## src/clock_reset_generator_pkg.sv

```systemverilog
// Constants, types and register map of the clock and reset generator core
package clock_reset_generator_pkg;
   // =========================================
   // Register indices; byte address is four times the index
   localparam logic [3:0] IDX_PLL_MULTIPLIER = 4'h0;
   localparam logic [3:0] IDX_PLL_REFERENCE_DIVIDER = 4'h1;
   localparam logic [3:0] IDX_FACTORY_TEST_FLAGS = 4'h2;
   localparam logic [3:0] IDX_CLOCK_STATUS_FLAGS = 4'h3;
   localparam logic [3:0] IDX_CLOCK_IRQ_ENABLE = 4'h4;
   localparam logic [3:0] IDX_CLOCK_SOURCE_SELECT = 4'h5;
   localparam logic [3:0] IDX_PLL_CONTROL = 4'h6;
   localparam logic [3:0] IDX_PERIODIC_IRQ_RATE = 4'h7;
   localparam logic [3:0] IDX_WATCHDOG_CONTROL = 4'h8;
   localparam logic [3:0] IDX_FACTORY_FORCE_BYPASS = 4'h9;
   localparam logic [3:0] IDX_FACTORY_TEST_CONTROL = 4'hA;
   localparam logic [3:0] IDX_WATCHDOG_SERVICE = 4'hB;
   // =========================================
   // Field positions
   localparam int FLG_LOCK_CHANGE_FLAG = 4;
   localparam int FLG_LOCK = 3;
   localparam int FLG_TRACK = 2;
   localparam int FLG_LIMPIF = 1;
   localparam int FLG_LIMP = 0;
   localparam int SEL_PLL = 7;
   localparam int SEL_PSTOP = 6;
   localparam int SEL_SYSWAI = 5;
   localparam int SEL_PLLWAI = 3;
   localparam int SEL_CWAI = 2;
   localparam int SEL_RTIWAI = 1;
   localparam int SEL_COPWAI = 0;
   localparam int PC_CME = 7;
   localparam int PC_PLLON = 6;
   localparam int PC_PRE = 2;
   localparam int PC_PCE = 1;
   localparam int PC_LIMPE = 0;
   // =========================================
   // Writable masks and values after reset
   localparam logic [7:0] MULT_MASK = 8'h3F;
   localparam logic [7:0] REFDIV_MASK = 8'h0F;
   localparam logic [7:0] FLAG_W1C_MASK = 8'h12;
   localparam logic [7:0] IRQ_EN_MASK = 8'h12;
   localparam logic [7:0] PLL_CTL_MASK = 8'hF7;
   localparam logic [7:0] RATE_MASK = 8'h7F;
   localparam logic [7:0] WDOG_MASK = 8'hC7;
   localparam logic [7:0] MULT_RESET = 8'h00;
   localparam logic [7:0] REFDIV_RESET = 8'h00;
   localparam logic [7:0] IRQ_EN_RESET = 8'h00;
   localparam logic [7:0] SELECT_RESET = 8'h00;
   localparam logic [7:0] PLL_CTL_RESET = 8'h00;
   localparam logic [7:0] RATE_RESET = 8'h00;
   localparam logic [7:0] WDOG_RESET = 8'h00;
   // =========================================
   // Timing: reset pin drive time at a 100 ns clock
   localparam int CLK_PERIOD_NS = 100;
   localparam int RESET_DRIVE_NS = 1600;
   localparam int RESET_DRIVE_CYC = (RESET_DRIVE_NS + CLK_PERIOD_NS - 1) / CLK_PERIOD_NS;
   // =========================================
   typedef enum logic [2:0] {
      MODE_RUN, MODE_WAIT, MODE_FULL_STOP, MODE_PSEUDO_STOP, MODE_LIMP
   } mode_e;
   typedef struct packed {
      logic osc;
      logic sys;
      logic core;
      logic pll;
      logic periodic;
      logic watchdog;
   } clk_gate_s;
   typedef struct packed {
      logic [7:0] mult_num;
      logic [4:0] ref_den;
      logic pll_on;
      logic bus_div2;
      logic floor_min;
   } pll_cfg_s;
endpackage

```

## src/clock_reset_generator_core.sv

```systemverilog
// Register front end and mode logic of the clock and reset generator
//
// Notes on behaviour
// RULE1 - Periodic and watchdog counters run only with nonzero rate values.
// RULE2 - Wait mode gates clocks per wait-disable bits in clock select.
// RULE3 - Stop entry: pseudo-stop select 0 gives full stop, 1 pseudo-stop.
// RULE4 - Full stop: oscillator off, all clocks off, counters frozen.
// RULE5 - Pseudo-stop: oscillator on; counters run only if stop enables set.
// RULE6 - Limp mode entered on clock loss with monitor and limp enables set.
// RULE7 - Limp mode runs quality check and stays until clock passes it.
// RULE8 - Reset pin low initializes the block asynchronously.
// RULE9 - Reset pin driven low open-drain while internal reset is triggered.
// RULE10 - Twelve byte registers at consecutive indices 0x0 to 0xB.
// RULE11 - PLL output is two times oscillator times multiplier plus one.
// RULE12 - Reference divider divides oscillator by its value plus one.
// RULE13 - PLL output never below minimum VCO frequency.
// RULE14 - With PLL selected the bus clock is PLL output over two.
// RULE15 - Multiplier always readable; writes ignored while PLL selected.
// RULE16 - Reference divider always readable; writes ignored while PLL selected.
// RULE17 - Accepted multiplier or divider write clears lock and track.
// RULE18 - Factory test flags read zero and ignore writes.
// RULE19 - Software leaves factory test registers alone.
// RULE20 - Lock change sets sticky flag, write one clears, gated request.
// RULE21 - Limp status change sets sticky flag, write one clears, gated request.
// RULE22 - Lock and track read zero in limp mode.
// RULE23 - Unimplemented bits read zero, writes discarded. Clock select stores and reads back its bit 4.
`timescale 1ns/1ns
module clock_reset_generator_core
   import clock_reset_generator_pkg::*;
#(
   parameter int ADDR_W = 6
) (
   input wire logic pclk,
   input wire logic presetn,
   input wire logic [ADDR_W-1:0] paddr,
   input wire logic psel,
   input wire logic penable,
   input wire logic pwrite,
   input wire logic [31:0] pwdata,
   output logic [31:0] prdata,
   output logic pready,
   output logic pslverr,
   input wire logic wait_req,
   input wire logic stop_req,
   input wire logic osc_clock_lost,
   input wire logic clock_quality_ok,
   input wire logic pll_lock_in,
   input wire logic pll_track_in,
   input wire logic internal_reset_req,
   input wire logic reset_pin_in,
   output logic reset_pin_out,
   output logic reset_pin_oe_n,
   output clk_gate_s clk_gate,
   output pll_cfg_s pll_cfg,
   output logic quality_check,
   output logic limp_mode,
   output logic [6:0] periodic_rate,
   output logic [7:0] watchdog_ctl,
   output logic watchdog_service_pulse,
   output logic [7:0] watchdog_service_data,
   output logic lock_irq,
   output logic limp_irq
);
   // =========================================
   // Reset
   // External pin low resets everything except the pin driver
   wire logic core_rst_n = presetn & reset_pin_in; // RULE8

   // =========================================
   // APB decode
   wire logic [3:0] idx = paddr[ADDR_W-1:2];
   wire logic aligned = (paddr[1:0] == 2'b00);
   wire logic mapped = aligned && (idx <= IDX_WATCHDOG_SERVICE); // RULE10
   wire logic setup = psel && !penable;
   wire logic wr = psel && penable && pready && pwrite && mapped;
   wire logic [7:0] wdat = pwdata[7:0];

   logic [7:0] mult_q, refdiv_q, irq_en_q, select_q, pll_ctl_q, rate_q, wdog_q;
   logic lock_q, track_q, lock_change_flag_q, limpif_q;
   mode_e mode_q, mode_d;

   wire logic pll_sel = select_q[SEL_PLL];
   wire logic wr_mult = wr && idx == IDX_PLL_MULTIPLIER && !pll_sel; // RULE15
   wire logic wr_ref = wr && idx == IDX_PLL_REFERENCE_DIVIDER && !pll_sel; // RULE16
   wire logic wr_flag = wr && idx == IDX_CLOCK_STATUS_FLAGS;
   wire logic wr_ien = wr && idx == IDX_CLOCK_IRQ_ENABLE;
   wire logic wr_sel = wr && idx == IDX_CLOCK_SOURCE_SELECT;
   wire logic wr_pctl = wr && idx == IDX_PLL_CONTROL;
   wire logic wr_rate = wr && idx == IDX_PERIODIC_IRQ_RATE;
   wire logic wr_wdog = wr && idx == IDX_WATCHDOG_CONTROL;
   wire logic wr_svc = wr && idx == IDX_WATCHDOG_SERVICE;
   wire logic pll_reinit = wr_mult || wr_ref; // RULE17

   // =========================================
   // Read mux; test registers and service register read zero
   wire logic limp = (mode_q == MODE_LIMP);
   wire logic [7:0] flags = {3'b000, lock_change_flag_q, lock_q, track_q, limpif_q, limp};
   logic [7:0] rmux;
   always_comb begin
      rmux = 8'h00; // RULE18 RULE23
      unique case (idx)
         IDX_PLL_MULTIPLIER: rmux = mult_q;
         IDX_PLL_REFERENCE_DIVIDER: rmux = refdiv_q;
         IDX_CLOCK_STATUS_FLAGS: rmux = flags;
         IDX_CLOCK_IRQ_ENABLE: rmux = irq_en_q;
         IDX_CLOCK_SOURCE_SELECT: rmux = select_q;
         IDX_PLL_CONTROL: rmux = pll_ctl_q;
         IDX_PERIODIC_IRQ_RATE: rmux = rate_q;
         IDX_WATCHDOG_CONTROL: rmux = wdog_q;
         default: rmux = 8'h00;
      endcase
   end

   // No wait state: answer in the first access cycle
   always_ff @(posedge pclk or negedge core_rst_n) begin
      if (!core_rst_n) begin
         pready <= 1'b0;
         pslverr <= 1'b0;
         prdata <= 32'h0000_0000;
      end else begin
         pready <= setup;
         pslverr <= setup && !mapped;
         if (setup && !pwrite && mapped)
            prdata <= {24'h00_0000, rmux};
      end
   end

   // =========================================
   // Control registers; masks drop unimplemented bits, except clock select, which is stored unmasked
   always_ff @(posedge pclk or negedge core_rst_n) begin
      if (!core_rst_n) begin
         mult_q <= MULT_RESET;
         refdiv_q <= REFDIV_RESET;
         irq_en_q <= IRQ_EN_RESET;
         select_q <= SELECT_RESET;
         pll_ctl_q <= PLL_CTL_RESET;
         rate_q <= RATE_RESET;
         wdog_q <= WDOG_RESET;
      end else begin
         if (wr_mult) mult_q <= wdat & MULT_MASK; // RULE15 RULE23
         if (wr_ref) refdiv_q <= wdat & REFDIV_MASK; // RULE16
         if (wr_ien) irq_en_q <= wdat & IRQ_EN_MASK;
         if (wr_sel) select_q <= wdat;
         if (wr_pctl) pll_ctl_q <= wdat & PLL_CTL_MASK;
         if (wr_rate) rate_q <= wdat & RATE_MASK;
         if (wr_wdog) wdog_q <= wdat & WDOG_MASK;
      end
   end

   // =========================================
   // Lock, track and sticky flags; a set beats a clear
   wire logic lock_d = !limp && !pll_reinit && pll_lock_in; // RULE17 RULE22
   wire logic track_d = !limp && !pll_reinit && pll_track_in; // RULE17 RULE22
   wire logic limp_d = (mode_d == MODE_LIMP);
   wire logic lock_change_flag_set = (lock_d != lock_q); // RULE20
   wire logic limpif_set = (limp_d != limp); // RULE21
   wire logic lock_change_flag_clr = wr_flag && wdat[FLG_LOCK_CHANGE_FLAG];
   wire logic limpif_clr = wr_flag && wdat[FLG_LIMPIF];

   always_ff @(posedge pclk or negedge core_rst_n) begin
      if (!core_rst_n) begin
         lock_q <= 1'b0;
         track_q <= 1'b0;
         lock_change_flag_q <= 1'b0;
         limpif_q <= 1'b0;
      end else begin
         lock_q <= lock_d;
         track_q <= track_d;
         lock_change_flag_q <= lock_change_flag_set || (lock_change_flag_q && !lock_change_flag_clr); // RULE20
         limpif_q <= limpif_set || (limpif_q && !limpif_clr); // RULE21
      end
   end

   // =========================================
   // Mode machine
   wire logic limp_entry = pll_ctl_q[PC_CME] && pll_ctl_q[PC_LIMPE] && osc_clock_lost;
   always_comb begin
      mode_d = mode_q;
      unique case (mode_q)
         MODE_RUN: begin
            if (limp_entry)
               mode_d = MODE_LIMP; // RULE6
            else if (stop_req)
               mode_d = select_q[SEL_PSTOP] ? MODE_PSEUDO_STOP : MODE_FULL_STOP; // RULE3
            else if (wait_req)
               mode_d = MODE_WAIT;
         end
         MODE_WAIT: begin
            if (limp_entry)
               mode_d = MODE_LIMP; // RULE6
            else if (!wait_req)
               mode_d = MODE_RUN;
         end
         // Oscillator is off, so the monitor is not trusted here
         MODE_FULL_STOP: begin
            if (!stop_req)
               mode_d = MODE_RUN;
         end
         MODE_PSEUDO_STOP: begin
            if (limp_entry)
               mode_d = MODE_LIMP; // RULE6
            else if (!stop_req)
               mode_d = MODE_RUN;
         end
         MODE_LIMP: begin
            if (clock_quality_ok)
               mode_d = MODE_RUN; // RULE7
         end
         default: mode_d = MODE_RUN;
      endcase
   end

   always_ff @(posedge pclk or negedge core_rst_n) begin
      if (!core_rst_n)
         mode_q <= MODE_RUN;
      else
         mode_q <= mode_d;
   end

   // =========================================
   // Clock gating per mode
   wire logic rate_on = (rate_q[6:0] != 7'h00); // RULE1
   wire logic wdog_on = (wdog_q[2:0] != 3'b000); // RULE1
   clk_gate_s gate_d;
   always_comb begin
      gate_d = '{osc: 1'b1, sys: 1'b1, core: 1'b1, pll: pll_ctl_q[PC_PLLON],
                 periodic: rate_on, watchdog: wdog_on};
      unique case (mode_d)
         MODE_RUN: gate_d.pll = pll_ctl_q[PC_PLLON];
         MODE_WAIT: begin
            gate_d.sys = !select_q[SEL_SYSWAI]; // RULE2
            gate_d.core = !select_q[SEL_CWAI]; // RULE2
            gate_d.pll = pll_ctl_q[PC_PLLON] && !select_q[SEL_PLLWAI]; // RULE2
            gate_d.periodic = rate_on && !select_q[SEL_RTIWAI]; // RULE2
            gate_d.watchdog = wdog_on && !select_q[SEL_COPWAI]; // RULE2
         end
         MODE_FULL_STOP: begin
            gate_d = '0; // RULE4
         end
         MODE_PSEUDO_STOP: begin
            gate_d.sys = 1'b0; // RULE5
            gate_d.core = 1'b0;
            gate_d.pll = 1'b0;
            gate_d.periodic = rate_on && pll_ctl_q[PC_PRE]; // RULE5
            gate_d.watchdog = wdog_on && pll_ctl_q[PC_PCE]; // RULE5
         end
         // Limp mode runs everything from the PLL at its floor
         MODE_LIMP: gate_d.pll = 1'b1;
         default: gate_d = '0;
      endcase
   end

   // =========================================
   // PLL settings: ratio is mult_num over ref_den
   pll_cfg_s cfg_d;
   always_comb begin
      cfg_d.mult_num = {mult_q[6:0] + 7'd1, 1'b0}; // RULE11
      cfg_d.ref_den = {1'b0, refdiv_q[3:0]} + 5'd1; // RULE12
      cfg_d.pll_on = pll_ctl_q[PC_PLLON] || limp_d;
      cfg_d.bus_div2 = pll_sel; // RULE14
      cfg_d.floor_min = 1'b1; // RULE13
   end

   always_ff @(posedge pclk or negedge core_rst_n) begin
      if (!core_rst_n) begin
         clk_gate <= '0;
         pll_cfg <= '0;
         quality_check <= 1'b0;
         limp_mode <= 1'b0;
         periodic_rate <= 7'h00;
         watchdog_ctl <= 8'h00;
         watchdog_service_pulse <= 1'b0;
         watchdog_service_data <= 8'h00;
         lock_irq <= 1'b0;
         limp_irq <= 1'b0;
      end else begin
         clk_gate <= gate_d;
         pll_cfg <= cfg_d;
         quality_check <= limp_d; // RULE7
         limp_mode <= limp_d;
         periodic_rate <= rate_q[6:0];
         watchdog_ctl <= wdog_q;
         watchdog_service_pulse <= wr_svc;
         if (wr_svc) watchdog_service_data <= wdat;
         lock_irq <= lock_change_flag_q && irq_en_q[FLG_LOCK_CHANGE_FLAG]; // RULE20
         limp_irq <= limpif_q && irq_en_q[FLG_LIMPIF]; // RULE21
      end
   end

   // =========================================
   // Reset pin driver
   // Reset by presetn only: a pin reset here would release its own drive
   logic [7:0] drive_cnt_q;
   wire logic drive_busy = (drive_cnt_q != 8'h00);
   always_ff @(posedge pclk or negedge presetn) begin
      if (!presetn) begin
         drive_cnt_q <= 8'h00;
         reset_pin_out <= 1'b0;
         reset_pin_oe_n <= 1'b1;
      end else begin
         if (internal_reset_req)
            drive_cnt_q <= 8'(RESET_DRIVE_CYC); // RULE9
         else if (drive_busy)
            drive_cnt_q <= drive_cnt_q - 8'h01;
         reset_pin_out <= 1'b0;
         reset_pin_oe_n <= !(internal_reset_req || drive_cnt_q > 8'h01); // RULE9
      end
   end
endmodule

```

## config.mk

```make
export PLATFORM = sky130hd
export DESIGN_NAME = clock_reset_generator_core
export DESIGN_NICKNAME = d
export VERILOG_FILES = /design/src/clock_reset_generator_pkg.sv /design/src/clock_reset_generator_core.sv
export SDC_FILE = /design/constraint.sdc
export NUM_CORES = 1
export LEC_CHECK = 0
export ABC_CLOCK_PERIOD_IN_PS = 3500
export BUFFER_PORTS_ARGS = -buffer_cell sky130_fd_sc_hd__buf_2
export CORE_MARGIN = 2
export CORE_UTILIZATION = 40
export DETAILED_ROUTE_END_ITERATION = 8
export GPL_ROUTABILITY_DRIVEN = 0
export GPL_TIMING_DRIVEN = 0
export PLACE_DENSITY = 0.63
export SLEW_MARGIN = 20
export SYNTH_ARGS = -nofsm -noshare
export SYNTH_HDL_FRONTEND = slang
export SYNTH_SLANG_ARGS = --single-unit
```

## constraint.sdc

```tcl
create_clock -name pclk -period 3.5 [get_ports pclk]
set_input_delay 0.175 -clock pclk [delete_from_list [all_inputs] [get_ports pclk]]
set_output_delay 0.175 -clock pclk [all_outputs]
set_load 0.01 [all_outputs]
```

==> flow_metrics.py, run 1 <==
metrics = {
    "run_status": {
        "status": "finished clean",
    },
    "floorplan": {
        "floorplan.initialDensity": 0.4142,
        "core_area_um2": 12110,
        "die_w_um": 116.0,
        "die_y_um": 116.0,
        "rows": 40,
        "die_area_um2": 13450,
        "io_pins": 137,
    },
    "layout": {
        "final_layout_size_suffix_gt1_frac": 0.3553,
        "finalNonFillerCells": 700,
        "fill_cells": 1108,
        "antenna_cells": 0,
        "fin_nets": 582,
        "multi_input_area_um2": 2034,
        "area_delta_synth_final_pct": 21.30,
        "layout_commonest_cell": "dfrtp_1",
        "regArea_um2": 2754,
        "layout_common_cells": "109 x dfrtp_1, 81 x buf_2, 48 x mux2_2, 30 x buf_4, 30 x conb_1",
    },
    "detailed_routing": {
        "first_iter_violations": 225,
        "final_antenna_net_count": 0,
        "first_pass_iters": 4,
        "wire_per_inst_um": 16.31,
        "viasPerCell": 4.949,
        "wl_mm": 11.42,
        "drc": 0,
        "vias": 3464,
    },
    "pwr": {
        "power_density_nw_per_um2": 457.0,
        "max-vdd-ir-drop_mv": 0.2015,
        "swShare": 0.2547,
        "clkPwrFrac": 0.373,
        "p_switching_uw": 708.1,
        "power_uw": 2781,
        "p_int_uw": 2073,
        "pwr-share-comb": 0.134,
        "p_leak_uw": 0.003118,
        "seqPwrFrac": 0.493,
    },
    "critical_path": {
        "crit_required_ps": 3740,
        "critPathMaxStageDelay_ps": 500,
        "slowest_stage": "nor3_4",
        "criticalPathCategory": "reg -> reg",
        "critPathCaptureType": "register",
        "cp-start-kind": "register",
        "critical_path.cell_chain": "nand4_1 -> or2_1 -> buf_6 -> nor3_4 -> mux2_2",
        "cp_max_fo": 8,
        "worstPathArrival_ps": 2220,
    },
    "cts": {
        "root_buffer": "clkbuf_16",
        "clk_path_buf_depth": 2,
        "clk_latency_ps": 350,
        "h-tree-depth": 3,
        "cts_sinks": 110,
        "cts_buffers": 9,
        "cts_tree": "yes",
        "path_clk_slew_ps": 70,
    },
    "grt": {
        "first_global_vias": 3373,
        "grt_usage": 0.1772,
        "antenna_found_initial": 0,
        "use_met1": 0.2423,
        "grt_max_degree": 56,
        "gr-usage-met3": 0.03818,
        "busiest_layer": "met2",
        "groute.layer.met2.usage": 0.2741,
        "grt_pass1_wl_mm": 17.82,
        "grt_overflow": 0,
    },
    "place": {
        "pre_cts_ws_ps": 1278,
        "dpl.hpwl_mm": 8.413,
        "io_buffer_count": 80,
        "numPlacedInstances": 682,
    },
    "timing": {
        "tightest_slew_ps": 653.1,
        "setup_viol": 0,
        "setup_slack_ps": 1517,
        "min_period_ps": 1983,
        "fin_crit_sh": 0.5666,
        "skew_ps": 4.854,
        "rsz0062_at_grt": "no",
        "finalHoldViolations": 0,
        "max_freq_mhz": 504.3,
        "slew_violations": 0,
        "slew_headroom": 0.5646,
    },
    "yosys": {
        "synth_area_um2": 5016,
        "synth-edff-count": 0,
        "synth_cell_types": 61,
        "synthFlopType": "dfrtp_1",
        "yosysSeqAreaShare": 0.5490,
        "postSynthCellCount": 405,
        "synth_seq_cells": 110,
        "async_reset_ff_frac": 1.000,
        "ys_warn_count": 0,
        "synth.avg_cell_area_um2": 12.39,
    },
    "worst_hold_path": {
        "hp-class": "in -> reg",
    },
    "job": {
        "max_cap_violations": 0,
    },
}
path summary, 6_finish.rpt:
check | start | end | slack (ps) | cells after the start
worst max-delay path | pready | watchdog_service_data[2] | 1520 | 5
worst min-delay path | pll_track_in | track_q | 70 | 2
worst max register to register | pready | watchdog_service_data[2] | 1520 | 5
worst min register to register | wdog_q[2] | watchdog_ctl[2] | 420 | 0
max in group asynchronous | presetn | periodic_rate[0] | 2090 | 4
min in group asynchronous | presetn | drive_cnt_q[7] | 230 | 2
metal layers:
layer  share of wire  wire length, um
met1            0.44             5043
met3           0.057              649
met2            0.48             5473
met5               0                0
met4           0.022              249
Yosys cell counts (all sizes together) (5+ instances only):
cell type	n	share of area
dfrtp	109	0.54
mux2	48	0.11
buf	34	0.051
nor2	18	0.013
clkbuf	13	0.0097
mux2i	13	0.026
nor3	13	0.023
nand2	11	0.0082
a21oi	8	0.0080
inv	8	0.0060
nand3	8	0.0080
nand2b	7	0.0087
nand3b	7	0.010
or3	7	0.0087
xnor2	7	0.012
a211oi	6	0.0090
o22ai	6	0.0075
and3	5	0.0062
nor2b	5	0.0062
nor4	5	0.012
o21ai	5	0.0050
cells by family (layout without fill, tap and decap cells):
logic type,Yosys count,after routing,share of synthesized area
buffers and inverters,55,154,0.06685
AND/OR/NAND/NOR,110,110,0.1437
adder cells (fa/ha/maj),4,4,0.009978
flip-flops,110,110,0.5490
XOR/XNOR,10,10,0.01746
multiplexers,61,61,0.1337
AO/OA/AOI/OAI,53,53,0.07783
other,2,30,0.001497
state kept, by name (all words and copies together) (netlist names), 2 cells and up:
signal,count
rate_q,7
periodic_rate,7
clk_gate,6
refdiv_q,4
mode_q,3
mult_q,6
irq_en_q,2
watchdog_service_data,8
pll_ctl_q,7
pll_cfg,15
drive_cnt_q,8
watchdog_ctl,5
wdog_q,5
prdata,8
select_q,8
power groups by stage:
stage / clock network [uW] / registers, uW / logic, uW
after floorplan: 0 / 1390 / 269
after detailed placement: 0 / 1400 / 370
final: 1040 / 1370 / 371
after global placement: 0 / 1390 / 355
after global routing: 1110 / 1380 / 419
after CTS: 1060 / 1370 / 372
worst max-delay path: cells and delay by family, from the launching register on:
| family | cells | cell delay, ps |
|---|---|---|
| mux | 1 | 400 |
| flops | 1 | 340 |
| simple gates | 3 | 950 |
| buf+inv | 1 | 170 |
layout make-up:
| cell class | count | area share |
|---|---|---|
| clock inverter | 3 | 0.006992 |
| buffer | 47 | 0.05017 |
| sequential | 110 | 0.4526 |
| inverter | 8 | 0.004935 |
| tap | 168 | 0.03455 |
| multi-input combinational | 268 | 0.3344 |
| clock buffer | 13 | 0.04277 |
| timing repair buffer | 83 | 0.07362 |
timing repair:
action,in CTS,in global routing
buffers inserted,0,0
hold buffers,2,0
resized for setup,0,0
endpoints found under the hold margin,44,0
through the flow:
step | utilization | TNS, ps | hold WS (ps) | cell area [um2]
after global routing | 0.5024 | 0 | 56.17 | 6085
final | 0.5024 | 0 | 67.46 | 6085
after floorplan | - | 0 | -120.6 | 5121
after CTS | 0.5024 | 0 | 49.52 | 6085
after global placement | 0.4732 | -128370 | 36.80 | 5732
after detailed placement | 0.4757 | 0 | 42.46 | 5762
Note: power is estimated with default switching activity, not from simulation.
==> inputs of run 2 (changes only) <==
--- a/config.mk
+++ b/config.mk
@@ -5,7 +5,8 @@
 export SDC_FILE = /design/constraint.sdc
 export NUM_CORES = 1
 export LEC_CHECK = 0
-export ABC_CLOCK_PERIOD_IN_PS = 3500
+export ABC_AREA = 1
+export ABC_CLOCK_PERIOD_IN_PS = 1800
 export BUFFER_PORTS_ARGS = -buffer_cell sky130_fd_sc_hd__buf_2
 export CORE_MARGIN = 2
 export CORE_UTILIZATION = 40
==> constraint.sdc (replaced) <==
create_clock -name pclk -period 1.8 [get_ports pclk]
set_input_delay 0.09 -clock pclk [delete_from_list [all_inputs] [get_ports pclk]]
set_output_delay 0.09 -clock pclk [all_outputs]
set_load 0.01 [all_outputs]
==> run 2 against run 1 <==
Compared with the run above: area after synthesis grew 0.35%; via count is 9.1% higher; hold slack lost 39 ps; non-clock buffer count is 1 lower; power up 110%; largest power group unchanged; global-route usage rose by 0.20 points; utilization grew 1.1 points.
==> flow_metrics.py, run 2 <==
metrics = {
    "critical_path": {
        "cp_num_buf_inv": 1,
        "critPathMaxStageDelay_ps": 450,
        "crit_family": "simple AND/OR/NAND/NOR gates",
        "endpoint": "clk_gate[2]",
        "cp-start-kind": "register",
        "critPathCaptureType": "register",
        "worstSetupPathDepth": 8,
        "reg2reg_from": "mode_q[1]",
        "crit_required_ps": 2030,
        "worstPathArrival_ps": 1820,
        "slowest_stage": "dfrtp_1",
        "r2r_slack_ps": 210,
        "crit_start": "mode_q[1]",
        "criticalPathCategory": "reg -> reg",
        "critical_path.cell_chain": "nor2_4 -> nand2_1 -> nor2_1 -> nand2_1 -> nand2_2 -> inv_1 -> o21ai_0 -> a21oi_1",
        "cp_max_fo": 8,
        "rr_endpoint": "clk_gate[2]",
        "reg2reg_depth": 8,
        "crit_path_frequent_cell": "nand2_1",
    },
    "grt": {
        "grt_max_degree": 36,
        "grt_overflow": 0,
        "first_global_vias": 3637,
        "grt_pass1_wl_mm": 18.15,
        "grt_usage": 0.1792,
        "antenna_found_initial": 0,
    },
    "cts": {
        "cts_tree": "yes",
        "clk_latency_ps": 350,
        "cts_buffers": 9,
        "cts_setup_buffers": 0,
        "h-tree-depth": 3,
        "cts_sinks": 110,
        "root_buffer": "clkbuf_16",
        "path_clk_slew_ps": 70,
        "clk_path_buf_depth": 2,
    },
    "floorplan": {
        "rows": 40,
        "core_area_um2": 12160,
        "floorplan.initialDensity": 0.4139,
        "io_pins": 137,
        "die_area_um2": 13500,
        "die_y_um": 116.2,
        "die_w_um": 116.2,
    },
    "yosys": {
        "synth_seq_cells": 110,
        "yosysMostFrequentCell": "nand2_1",
        "ys_warn_count": 0,
        "yosysSeqAreaShare": 0.5471,
        "synth-edff-count": 0,
        "synth_top_area_cell": "dfrtp_1",
        "synth_top_area_frac": 0.5419,
        "synth_area_um2": 5034,
        "synth_cell_types": 36,
        "synth_area_leaders": "dfrtp_1 54%, nand2_1 10%, o21ai_2 5.9%",
        "async_reset_ff_frac": 1.000,
        "synthFlopType": "dfrtp_1",
        "netlist_top_cells_count": "136 x nand2_1, 109 x dfrtp_1, 58 x inv_1",
        "synth.avg_cell_area_um2": 9.533,
        "postSynthCellCount": 528,
    },
    "timing": {
        "min_period_ps": 1587,
        "tightest_slew_ps": 500.9,
        "setup_viol": 0,
        "slew_headroom": 0.6657,
        "finalHoldViolations": 0,
        "rsz0062_at_grt": "no",
        "holdWs_ps": 28.58,
        "max_freq_mhz": 630.0,
        "slew_violations": 0,
        "skew_ps": 5.776,
        "fin_tns_setup_ps": 0,
        "fin_crit_sh": 0.8818,
    },
    "pwr": {
        "power_density_nw_per_um2": 949.4,
        "power_uw": 5924,
        "p_leak_uw": 0.003432,
        "max-vdd-ir-drop_mv": 0.4746,
    },
    "layout": {
        "multi_input_area_um2": 1876,
        "fill_cells": 1176,
        "fin_nets": 715,
        "layout_common_cells": "136 x nand2_1, 109 x dfrtp_1, 84 x buf_2, 57 x inv_1, 34 x o21ai_2",
        "layout_commonest_cell": "nand2_1",
        "utilization": 0.5131,
        "antenna_cells": 0,
        "final_layout_size_suffix_gt1_frac": 0.2962,
        "regArea_um2": 2754,
        "area_delta_synth_final_pct": 23.96,
        "largest_reg_flops": 15,
        "regMostFlops": "pll_cfg",
    },
    "detailed_routing": {
        "final_antenna_net_count": 0,
        "wl_mm": 11.30,
        "drc": 0,
        "first_pass_iters": 4,
        "vias": 3779,
        "wire_per_inst_um": 13.57,
        "viasPerCell": 4.537,
        "first_iter_violations": 196,
    },
    "job": {
        "max_cap_violations": 0,
    },
    "worst_hold_path": {
        "hold_path_depth": 3,
        "hp-class": "in -> reg",
        "min-delay-start": "clock_quality_ok",
    },
    "run_status": {
        "status": "finished clean",
    },
    "place": {
        "io_buffer_count": 83,
        "dpl.hpwl_mm": 8.367,
    },
}
==> run 2: worst min path at each step <==
stage,endpoint,slack (ps)
after global placement,drive_cnt_q[2],-50
after CTS,limpif_q,30
after global routing,limpif_q,30
after detailed placement,drive_cnt_q[2],-40
final,limpif_q,30
after floorplan,drive_cnt_q[0],-210
==> run 2: timing repair <==
item,4_1_cts,5_1_grt
hold buffers,7,0
endpoints found under the setup margin,0,1
resized for setup,0,1
endpoints found under the hold margin,48,0
==> run 2: power breakdown <==
group | leakage (uW) | total, uW | switching [uW] | internal (uW)
Combinational | 0.00178 | 976 | 627 | 349
Sequential | 0.00148 | 2740 | 111 | 2630
Clock | 0.000166 | 2210 | 878 | 1330
Total | 0.00343 | 5920 | 1620 | 4310
==> run 2: logic make-up (layout without fill, tap and decap cells) <==
family | count (synthesis) | in the layout | share of synthesized area
simple gates | 220 | 220 | 0.2103
flops | 110 | 110 | 0.5471
buf+inv | 97 | 206 | 0.1024
compound gates | 89 | 89 | 0.1183
xor+xnor | 6 | 6 | 0.01044
fa+ha+maj | 4 | 4 | 0.009943
other cells | 2 | 30 | 0.001492
==> run 2: metrics by stage <==
stage	worst slack, ps	cell area, um2	cells
global placement	-393.8	5768	807
finish	212.7	6240	833
CTS	176.3	6233	833
floorplan	402.9	5142	556
detailed placement	189.9	5828	810
global route	70.03	6240	833
==> run 2: final cells by class <==
class,count,share of cell area
plain buffers,36,0.04592
repair buffers,93,0.08743
clock inverters,3,0.01043
inverters,61,0.03730
multi-input cells,349,0.3006
well taps,168,0.03369
clock buffers,13,0.04331
flip-flops and latches,110,0.4413
==> run 2: per-layer routing <==
metal	global-route usage	vias up	part of all wire
met5	0	-	0
met4	0.05873	0	0.013
met3	0.04619	12	0.055
met2	0.2815	100	0.47
met1	0.2446	1769	0.46
li1	-	1898	-
==> run 2: worst register-to-register path, cell delays in order (launching register included) <==
cell and delay [ps]:
dfrtp_1 450, nor2_4 160, nand2_1 80, nor2_1 150, nand2_1 90, nand2_2 130
inv_1 80, o21ai_0 250, a21oi_1 70
